File: src/tcc_pkg.sv
// Constants for the timer capture compare core
// Function
// - Count each tick, wrap past top to zero
// - Clear-on-match bit picks top in 8-bit without capture: maximum or compare A
// - Clock select zero gives no ticks
// - Counter readable and writable at any time
// - Counter write beats clear or increment
// - Overflow flag set on wrap from maximum
// - Capture source pin, or comparator when selected
// - Matching edge copies counter into capture register
// - Capture flag set in the copy cycle
// - Capture flag requests irq, cleared by service/write-one
// - Compare A is capture; 16-bit uses B too
// - Source switch may capture; software clears flag
// - Inputs synchronised; canceler adds four cycles delay
// - Filter output changes after four equal samples
// - Noise cancel bit enables filter on system clock
// - Driving the capture pin port triggers capture
// - Each capture overwrites the capture register
// - Compare match sets flag at next tick
// - 8-bit: flags A, B; 16-bit: A only; capture mode never sets A
// - Compare flags request irq, cleared by service/write-one
// - Counter write blocks matches for next tick
// - Mode set by width, capture, clear-on-match bits
// - Clear-on-match 8-bit without capture resets counter at compare A
// - 16-bit low byte access moves pair via temp, except compare reads without capture
package tcc_pkg;
  localparam logic [2:0] ADDR_CONTROL_A = 3'h0;
  localparam logic [2:0] ADDR_CONTROL_B = 3'h1;
  localparam logic [2:0] ADDR_COUNT_LO  = 3'h2;
  localparam logic [2:0] ADDR_COUNT_HI  = 3'h3;
  localparam logic [2:0] ADDR_COMPARE_A = 3'h4;
  localparam logic [2:0] ADDR_COMPARE_B = 3'h5;
  localparam logic [2:0] ADDR_FLAGS     = 3'h6;
  localparam logic [2:0] ADDR_MASK      = 3'h7;
  // control_a fields
  localparam int BIT_CLEAR_ON_MATCH = 0;
  localparam int BIT_EDGE_RISING    = 1;
  localparam int BIT_COMP_CAPTURE   = 3;
  localparam int BIT_CAPTURE_MODE   = 6;
  localparam int BIT_WIDTH_16       = 7;
  // control_b fields
  localparam int BIT_NOISE_CANCEL   = 7;
  localparam int CLOCK_SEL_LSB      = 0;
  // flag and mask bit positions
  localparam int FLAG_OVERFLOW  = 0;
  localparam int FLAG_COMPARE_B = 1;
  localparam int FLAG_COMPARE_A = 2;
  localparam int FLAG_CAPTURE   = 3;
  // clock select codes
  localparam logic [2:0] CS_STOP      = 3'h0;
  localparam logic [2:0] CS_SYS       = 3'h1;
  localparam logic [2:0] CS_DIV8      = 3'h2;
  localparam logic [2:0] CS_DIV64     = 3'h3;
  localparam logic [2:0] CS_DIV256    = 3'h4;
  localparam logic [2:0] CS_DIV1024   = 3'h5;
  localparam logic [2:0] CS_EXT_FALL  = 3'h6;
  localparam logic [2:0] CS_EXT_RISE  = 3'h7;
  localparam logic [7:0]  RESET_BYTE = 8'h00;
  localparam logic [15:0] MAX_8      = 16'h00ff;
  localparam logic [15:0] MAX_16     = 16'hffff;
  localparam logic [3:0]  FILTER_ONES = 4'hf;
endpackage

File: src/tcc_core.sv
// Timer counter with input capture and output compare, register port access
//
// Implementation choices: the address-and-strobe port and the placing of the registers.
`timescale 1ns/1ns
`default_nettype none
module tcc_core (
  // Clock and reset
  input  wire logic       core_clk_i,
  input  wire logic       reset_i,
  // Register port
  input  wire logic [2:0] addr_i,
  input  wire logic [7:0] wdata_i,
  input  wire logic       write_i,
  input  wire logic       read_i,
  output logic      [7:0] rdata_o,
  // Event inputs from outside the clock domain
  input  wire logic       capture_pin_i,
  input  wire logic       comparator_output_i,
  input  wire logic       external_count_pin_i,
  // Interrupt requests and service acknowledges
  output logic      [3:0] irq_o,
  input  wire logic [3:0] irq_ack_i
);
  typedef struct packed {
    logic [7:0]  control_a;
    logic [7:0]  control_b;
    logic [15:0] count_value;
    logic [7:0]  compare_a_value;
    logic [7:0]  compare_b_value;
    logic [7:0]  temp;
    logic [3:0]  flags;
    logic [3:0]  mask;
    logic [7:0]  rdata;
    logic        block;
    logic        pin_s1;
    logic        pin_s2;
    logic        cmp_s1;
    logic        cmp_s2;
    logic        ext_s1;
    logic        ext_s2;
    logic        ext_prev;
    logic [2:0]  hist;
    logic        filt;
    logic        edge_prev;
    logic [9:0]  presc;
  } tcc_state_type;

  tcc_state_type st;
  tcc_state_type next_st;

  logic        wide;
  logic        cap_mode;
  logic        timer_tick;
  logic [15:0] top;
  logic [15:0] max_val;
  logic        src;
  logic        det_in;
  logic [3:0]  samples;
  logic        cap_evt;
  logic        match_a;
  logic        match_b;
  logic        set_a;
  logic        set_b;
  logic        wr_cnt;
  logic [3:0]  clr;
  logic [3:0]  setf;
  logic [2:0]  cs;

  assign wide     = st.control_a[tcc_pkg::BIT_WIDTH_16];
  assign cap_mode = st.control_a[tcc_pkg::BIT_CAPTURE_MODE];
  assign cs       = st.control_b[tcc_pkg::CLOCK_SEL_LSB +: 3];
  assign max_val  = wide ? tcc_pkg::MAX_16 : tcc_pkg::MAX_8;

  // Tick generation; the prescaler runs free so the first tick may come early
  always_comb begin
    case (cs)
      tcc_pkg::CS_STOP:     timer_tick = 1'b0;
      tcc_pkg::CS_SYS:      timer_tick = 1'b1;
      tcc_pkg::CS_DIV8:     timer_tick = &st.presc[2:0];
      tcc_pkg::CS_DIV64:    timer_tick = &st.presc[5:0];
      tcc_pkg::CS_DIV256:   timer_tick = &st.presc[7:0];
      tcc_pkg::CS_DIV1024:  timer_tick = &st.presc;
      tcc_pkg::CS_EXT_FALL: timer_tick = st.ext_prev & ~st.ext_s2;
      default:              timer_tick = ~st.ext_prev & st.ext_s2;
    endcase
  end

  // Top is compare A only in 8-bit clear-on-match without capture
  assign top = (st.control_a[tcc_pkg::BIT_CLEAR_ON_MATCH] && !wide && !cap_mode) ?
               {8'h00, st.compare_a_value} : max_val;

  // Capture path: synchronised sources, optional filter, edge detector
  assign src    = st.control_a[tcc_pkg::BIT_COMP_CAPTURE] ? st.cmp_s2 : st.pin_s2;
  assign det_in = st.control_b[tcc_pkg::BIT_NOISE_CANCEL] ? st.filt : src;
  // Three held samples plus the arriving one, so the filter adds exactly four cycles
  assign samples = {st.hist, src};
  assign cap_evt = cap_mode && (st.control_a[tcc_pkg::BIT_EDGE_RISING] ?
                   (det_in & ~st.edge_prev) : (~det_in & st.edge_prev));

  // Compare units; in 16-bit the pair forms one unit, none in 16-bit capture
  assign match_a = wide ? (st.count_value == {st.compare_b_value, st.compare_a_value}) :
                   (st.count_value[7:0] == st.compare_a_value);
  assign match_b = st.count_value[7:0] == st.compare_b_value;
  assign set_a   = timer_tick && !st.block && match_a && !cap_mode;
  assign set_b   = timer_tick && !st.block && match_b && !wide;

  assign wr_cnt = write_i &&
                  (addr_i == tcc_pkg::ADDR_COUNT_LO || addr_i == tcc_pkg::ADDR_COUNT_HI);

  always_comb begin
    setf = 4'h0;
    setf[tcc_pkg::FLAG_OVERFLOW]  = timer_tick && st.count_value == max_val;
    setf[tcc_pkg::FLAG_COMPARE_A] = set_a;
    setf[tcc_pkg::FLAG_COMPARE_B] = set_b;
    setf[tcc_pkg::FLAG_CAPTURE]   = cap_evt;
    clr = irq_ack_i;
    if (write_i && addr_i == tcc_pkg::ADDR_FLAGS) begin
      clr = clr | wdata_i[3:0];
    end
  end

  always_comb begin
    next_st = st;
    next_st.presc     = st.presc + 10'h001;
    // Two-stage synchronisers; only the second stage is read by logic
    next_st.pin_s1    = capture_pin_i;
    next_st.pin_s2    = st.pin_s1;
    next_st.cmp_s1    = comparator_output_i;
    next_st.cmp_s2    = st.cmp_s1;
    next_st.ext_s1    = external_count_pin_i;
    next_st.ext_s2    = st.ext_s1;
    next_st.ext_prev  = st.ext_s2;
    next_st.hist      = {st.hist[1:0], src};
    if (samples == tcc_pkg::FILTER_ONES || samples == 4'h0) begin
      next_st.filt = src;
    end
    next_st.edge_prev = det_in;
    // Flags: a set in the same cycle as a clear wins
    next_st.flags = (st.flags & ~clr) | setf;
    // Counter
    if (timer_tick) begin
      next_st.block = 1'b0;
      if (st.count_value == top) begin
        next_st.count_value = 16'h0000;
      end else begin
        next_st.count_value = st.count_value + 16'h0001;
      end
    end
    // Capture overwrites whatever is stored, read or not
    if (cap_evt) begin
      next_st.compare_a_value = st.count_value[7:0];
      if (wide) begin
        next_st.compare_b_value = st.count_value[15:8];
      end
    end
    next_st.rdata = 8'h00;
    if (write_i) begin
      if (addr_i == tcc_pkg::ADDR_CONTROL_A) begin
        next_st.control_a = wdata_i;
      end else if (addr_i == tcc_pkg::ADDR_CONTROL_B) begin
        next_st.control_b = wdata_i;
      end else if (addr_i == tcc_pkg::ADDR_COUNT_LO) begin
        next_st.count_value = wide ? {st.temp, wdata_i} : {8'h00, wdata_i};
        next_st.block = 1'b1;
      end else if (addr_i == tcc_pkg::ADDR_COUNT_HI) begin
        next_st.temp  = wdata_i;
        next_st.block = 1'b1;
      end else if (addr_i == tcc_pkg::ADDR_COMPARE_A) begin
        next_st.compare_a_value = wdata_i;
        if (wide) begin
          next_st.compare_b_value = st.temp;
        end
      end else if (addr_i == tcc_pkg::ADDR_COMPARE_B) begin
        if (wide) begin
          next_st.temp = wdata_i;
        end else begin
          next_st.compare_b_value = wdata_i;
        end
      end else if (addr_i == tcc_pkg::ADDR_MASK) begin
        next_st.mask = wdata_i[3:0];
      end
    end else if (read_i) begin
      if (addr_i == tcc_pkg::ADDR_CONTROL_A) begin
        next_st.rdata = st.control_a;
      end else if (addr_i == tcc_pkg::ADDR_CONTROL_B) begin
        next_st.rdata = st.control_b;
      end else if (addr_i == tcc_pkg::ADDR_COUNT_LO) begin
        next_st.rdata = st.count_value[7:0];
        if (wide) begin
          next_st.temp = st.count_value[15:8];
        end
      end else if (addr_i == tcc_pkg::ADDR_COUNT_HI) begin
        next_st.rdata = wide ? st.temp : 8'h00;
      end else if (addr_i == tcc_pkg::ADDR_COMPARE_A) begin
        next_st.rdata = st.compare_a_value;
        if (wide && cap_mode) begin
          next_st.temp = st.compare_b_value;
        end
      end else if (addr_i == tcc_pkg::ADDR_COMPARE_B) begin
        // Plain compare pair holds a fixed value, so no temp is needed
        next_st.rdata = (wide && cap_mode) ? st.temp : st.compare_b_value;
      end else if (addr_i == tcc_pkg::ADDR_FLAGS) begin
        next_st.rdata = {4'h0, st.flags};
      end else begin
        next_st.rdata = {4'h0, st.mask};
      end
    end
  end

  always_ff @(posedge core_clk_i) begin
    if (reset_i) begin
      st <= '0;
    end else begin
      st <= next_st;
    end
  end

  assign rdata_o = st.rdata;
  assign irq_o   = st.flags & st.mask;
endmodule
`default_nettype wire

File: config.mk
export PLATFORM = sky130hd
export DESIGN_NAME = tcc_core
export DESIGN_NICKNAME = d
export VERILOG_FILES = /design/src/tcc_pkg.sv /design/src/tcc_core.sv
export SDC_FILE = /design/constraint.sdc
export NUM_CORES = 1
export LEC_CHECK = 0
export BUFFER_PORTS_ARGS = -buffer_cell sky130_fd_sc_hd__clkbuf_2
export CAP_MARGIN = 15
export CORE_MARGIN = 5
export CORE_UTILIZATION = 46
export DETAILED_ROUTE_END_ITERATION = 10
export SYNTH_ARGS = -nofsm -noshare
export SYNTH_HDL_FRONTEND = slang
export SYNTH_SLANG_ARGS = --single-unit
File: constraint.sdc
create_clock -name core_clk_i -period 2.22 [get_ports core_clk_i]
set_input_delay 0.222 -clock core_clk_i [delete_from_list [all_inputs] [get_ports core_clk_i]]
set_output_delay 0.222 -clock core_clk_i [all_outputs]
set_load 0.01 [all_outputs]
* Word-level counts from Yosys, hierarchy flattened
Cells that the tools add are included.
Storage, ports and cells: ROM bits 0, register bits 95, bits in latches 0, memories 0, input bits 22, bits in writable memories 0
Cells by class: reductions and logical operators 31, $mul 0, equal/unequal tests 24, $lt $le $gt $ge 0, bitwise logic cells 20, mux-type cells 51, add/subtract/negate cells 2, shifts and indexed selects 0, div/mod/pow operators 0
Operators with widths (count):
- 2-to-1 mux 8 bit | 25
- 2-to-1 mux 16 bit | 9
- 2-to-1 mux 40 bit | 2
- equality test 16 bit | 3
- 2-to-1 mux 32 bit | 1
- 2-to-1 mux 24 bit | 1
- equality test 3 bit, second input constant | 7
- adder 16 x 1 -> 16 bit, second input constant | 1
- equality test 8 bit | 2
- AND reduction 8 bit | 2
- equality test 3 x 2 -> 1 bit, second input constant | 4
- logical AND 1 bit | 11
- NOT 1 bit | 11
- AND reduction 11 bit | 1
- adder 10 x 1 -> 10 bit, second input constant | 1
- 2-to-1 mux 1 bit | 10
- AND reduction 10 bit | 1
- nonzero test 3 bit | 3
- AND 4 bit | 2
- 2-to-1 mux 4 bit | 2
- OR 4 bit | 2
- one-hot mux 1 bit (7 select lines) | 1
- equality test 3 x 1 -> 1 bit, second input constant | 2
- logical NOT 3 bit | 2
- other kinds (14) | 22

* Depth between registers and ports, before layout
depth in word-level cells 15, gate-level depth with buffers 10, gate-level depth less buffers 8

* Least setup slack after synthesis
OpenSTA, ideal clock, no wires.
path type register to register, start point register st[0] (netlist name), end point register st[37] (netlist name), required time 2150 ps, library setup time 70 ps, arrival time 1897 ps, slack 253 ps, stages on the path, launching flop included 9, cell sequence dfxtp_1 ha_1 nand4_2 nor2_4 o221ai_4 and2_4 buf_6 or4_1 a21oi_1
Between the ends: word-level cells in the longest chain between the ends 6, elaborated cells on any way between the ends 9
Ends and longest elaborated chain:
- from (decl) | line tcc_core.sv:48 | tcc_state_type st;
- from (signal assigned) | line tcc_core.sv:214 | st <= next_st;
- AND reduction 10 bit (tied with other cells) | line tcc_core.sv:82 | tcc_pkg::CS_DIV1024: timer_tick = &st.presc;
- one-hot mux 1 bit (7 select lines) * | line tcc_core.sv:76 | case (cs)
- logical AND 1 bit * (3 in a row) | line tcc_core.sv:104 | assign set_a = timer_tick && !st.block && match_a && !cap_mode;
- OR 4 bit * | line tcc_core.sv:139 | next_st.flags = (st.flags & ~clr) | setf;
Every way passes the cells marked *; elsewhere a longest branch is shown, timed or not. A chain may end at the register's enable or synchronous reset.

* Final worst setup path
start point register st, in the netlist cs[0], end point register st[37] (netlist name)
Between the ends: word-level cells in the longest chain between the ends 6, elaborated cells on any way between the ends 12
Ends and longest elaborated chain (line):
- equality test 3 bit (tied with other cells) | tcc_core.sv:76
- one-hot mux 1 bit (7 select lines) * | tcc_core.sv:76
- logical AND 1 bit * (3 in a row) | tcc_core.sv:104
- OR 4 bit * | tcc_core.sv:139
Marks and branches as above.

==> results.toml <==
[min_path]
timing.hold.worst_path_depth = 2
hold_end = "next_st[18]$_SDFF_PP0_"
hold_start = "comparator_output_i"
class_of_the_worst_hold_path = "input port to flop"

[finish]
finish.cell_count_without_fillers = 861
num_antenna_cells = 0
final_layout_size_suffix_gt1_frac = 0.182
postLayoutCellArea_um2 = 6280
final_nets = 734
area_delta_synth_final_pct = 13.5

[routing]
drt-pass1-iter-count = 5
via_count = 5380
drt_iter0_markers = 479
ant_nets = 0
drc = 0
vias_per_cell = 6.25
avgRoutedWirePerCell_um = 21.3
wl_um = 18300

[sta]
rsz0062_at_grt = "true"
timing_hold_violations_final = 0
finalSetupViolations = 0
layout_worst_path_cycle_share = 0.968
layout_min_cycle_time_ps = 2150
total_negative_setup_slacks_ps = 0
max_freq_mhz = 465
worstMarginPinSlew_ps = 587
final.setup_skew_ps = 10.2
max_slew_margin = 0.608
maxSlewViolCount = 0

[power_and_ir_drop]
worst_ir_drop_vdd_v = 0.000460
p_leak_nw = 2.16
power.density_cell_area_nw_per_um2 = 601

[critical_path]
critical_path.endpoint_type = "flop"
slowest_stage = "sky130_fd_sc_hd__dfxtp_1"
worstPathMaxFanout = 8
timing.reg2reg.setup_slack_ps = 70
startpoint_of_the_lowest_slack_register_to_register_path = "cs[0]$_SDFFE_PP0P_"
worst-setup-path-type = "flop to flop"
max_stage_delay_ps = 490
capture_point_of_the_worst_reg_to_reg_path = "st[37]$_SDFF_PP0_"
cp_num_buf_inv = 0
worstSetupStartpointType = "flop"
crit_path_cell_trace = "nand4b_1 > o21ai_1 > o221ai_4 > and2_4 > or4_1 > a21oi_1"
timing.critical_path.max_delay_family = "simple AND/OR/NAND/NOR gates"
critical_path_required_ps = 2520
cp_data_arrival_time_ps = 2450
worst-r2r-cell-count = 6

[yosys]
mappedNetlistArea_um2 = 5540
yosys.area_share.simple = 0.229
synth-warning-count = 0
synth_top_family_by_area = "simple AND/OR/NAND/NOR gates"
avg_cell_area_syn_um2 = 8.06
synth_mux_area_frac = 0.0780
post_synth_fa_ha_maj_area_fraction = 0.00678
ys_ff_latch = 95
synth_edf_count = 0
postSynth.topFlopCell = "sky130_fd_sc_hd__dfxtp_1"
synth-async-reset-ratio = 0
sequential_area_share_after_synthesis = 0.344
postSynthCellCount = 687
postSynthNetCount = 712
synth.distinct_cells = 70
fraction_of_the_mapped_netlist_area_in_compound_gates = 0.217
post_synth_xor_area_fraction = 0.0554

[clock_network]
tritoncts_num_sinks = 95
clkSlewWorstSetupHoldPaths_ps = 70
clockBufferDepth = 2
cts-htree-levels = 3
numCtsBuffers = 9
tritoncts = "built"
clk_latency_ps = 360
clock_tree.root_cell = "sky130_fd_sc_hd__clkbuf_16"
cts_hold_repair.buffers = 0

[floorplan]
core-area_um2 = 11900
core.rowCount = 40
die_w_um = 120
design.die.area_um2 = 14300
io-pin-count = 34
die_h_um = 120
effective_utilization_at_floorplan = 0.465

[placed_design]
dpl.cell_count = 841
dpl.hpwl_um = 13200
port-buffer-count = 33
gp_congestion = 1.01
placed_cell_area_um2 = 5870

[job]
timing.max_cap.violations = 0

[grt]
grt.overflow.total = 0
via_count_of_the_first_global_routing_pass = 5002
overall_global_routing_usage = 0.251
grt_max_degree = 54
grt_antenna_before_repair = 0
grt_pass1_wl_um = 27800

[outcome]
status = "finished, final reports clean"
[metrics by stage]
step	hold WS [ps]	util	power, mW	worst slack [ps]
floorplan	350	-	2.10	253
global placement	431	0.493	2.25	108
detailed placement	422	0.493	2.25	65.1
CTS	58.3	0.518	3.79	42.0
global route	74.6	0.528	3.90	-63.6
finish	67.0	0.528	3.77	70.8
[where the power goes]
group / internal, mW / leakage, nW / switching, mW / total (mW)
logic: 0.165 / 1.25 / 0.267 / 0.432
registers: 1.75 / 0.771 / 0.0525 / 1.80
clock network: 0.806 / 0.137 / 0.736 / 1.54
[cells in the mapped netlist, types with 3 or more instances]
library cell / count / share of area
sky130_fd_sc_hd__nor2b_1: 18 / 0.020
sky130_fd_sc_hd__or3_1: 4 / 0.0045
sky130_fd_sc_hd__mux2i_1: 24 / 0.043
sky130_fd_sc_hd__o31ai_1: 3 / 0.0041
sky130_fd_sc_hd__nor3_1: 5 / 0.0045
sky130_fd_sc_hd__a2111oi_2: 4 / 0.011
sky130_fd_sc_hd__ha_1: 3 / 0.0068
sky130_fd_sc_hd__dfxtp_1: 95 / 0.34
sky130_fd_sc_hd__xor2_1: 3 / 0.0047
sky130_fd_sc_hd__nor2_1: 61 / 0.041
sky130_fd_sc_hd__o21ai_0: 28 / 0.025
sky130_fd_sc_hd__o32ai_1: 8 / 0.013
sky130_fd_sc_hd__a311oi_1: 10 / 0.016
sky130_fd_sc_hd__nand2b_1: 14 / 0.016
sky130_fd_sc_hd__nand3b_1: 5 / 0.0068
sky130_fd_sc_hd__clkbuf_1: 37 / 0.025
sky130_fd_sc_hd__and3_1: 5 / 0.0057
sky130_fd_sc_hd__or4_1: 3 / 0.0041
sky130_fd_sc_hd__o22ai_1: 4 / 0.0045
sky130_fd_sc_hd__o311a_1: 5 / 0.0090
sky130_fd_sc_hd__o21ai_1: 5 / 0.0045
sky130_fd_sc_hd__nand3_1: 28 / 0.025
sky130_fd_sc_hd__buf_1: 3 / 0.0020
sky130_fd_sc_hd__and2_1: 9 / 0.010
sky130_fd_sc_hd__a211oi_1: 12 / 0.016
sky130_fd_sc_hd__a31oi_1: 5 / 0.0057
sky130_fd_sc_hd__a22oi_1: 10 / 0.014
sky130_fd_sc_hd__xnor2_1: 32 / 0.051
sky130_fd_sc_hd__mux4_2: 3 / 0.012
sky130_fd_sc_hd__a21oi_1: 55 / 0.050
sky130_fd_sc_hd__or2_1: 3 / 0.0034
sky130_fd_sc_hd__nand4_1: 9 / 0.010
sky130_fd_sc_hd__nand2_1: 80 / 0.054
sky130_fd_sc_hd__a221oi_1: 8 / 0.013
sky130_fd_sc_hd__mux2_2: 7 / 0.014
sky130_fd_sc_hd__buf_4: 11 / 0.015
sky130_fd_sc_hd__inv_1: 19 / 0.013
sky130_fd_sc_hd__buf_2: 12 / 0.011
[routing by layer]
layer | global-route usage | share of wire
met5 | 0 | 0
met4 | 0.124 | 0.039
met3 | 0.0575 | 0.081
met2 | 0.382 | 0.45
met1 | 0.335 | 0.43
[cell usage in the layout, fill, tap and decap left out, drive strengths merged, types with 26 or more instances in the layout]
cell	n
dfxtp	95
nand2	82
nor2	62
a21oi	55
clkbuf	43
buf	42
o21ai	33
xnor2	32
nand3	28
mux2i	26
[flip-flops by register name, summed over array words and instances (netlist names)]
signal    count
cs            3
rdata_o       8
next_st       6
cap_mode      1
samples       1
st           76
[area by class of cell]
cell class | instances | area [µm²]
clock buffers | 10 | 239
fillers | 1153 | 5630
inverters | 20 | 75.1
flip-flops and latches | 95 | 1900
clock inverters | 6 | 52.6
multi-input cells | 508 | 3320
well taps | 147 | 184
repair buffers | 75 | 505
[worst max-delay path by stage]
stage                   endpoint  slack [ps]               start  depth (start not counted)
3_3_place_gp   st[37]$_SDFF_PP0_         110    st[0]$_SDFF_PP0_                          7
3_5_place_dp   st[78]$_SDFF_PP0_          70    st[0]$_SDFF_PP0_                          9
2_1_floorplan  st[37]$_SDFF_PP0_         250    st[0]$_SDFF_PP0_                          8
6_report       st[37]$_SDFF_PP0_          70  cs[0]$_SDFFE_PP0P_                          6
5_1_grt        st[71]$_SDFF_PP0_         -60    st[0]$_SDFF_PP0_                          7
4_1_cts        st[78]$_SDFF_PP0_          40    st[0]$_SDFF_PP0_                          9
[kinds of logic after synthesis]
group           Yosys count
mux                      36
compound gates          175
simple gates            258
buf+inv                  85
flops                    95
fa+ha+maj                 3
xor+xnor                 35
[repair_timing]
action	4_1_cts	5_1_grt
resized for setup	0	13
setup endpoints to repair	0	17
setup buffers	0	3
No activity file was read; power rests on OpenSTA's default activity.
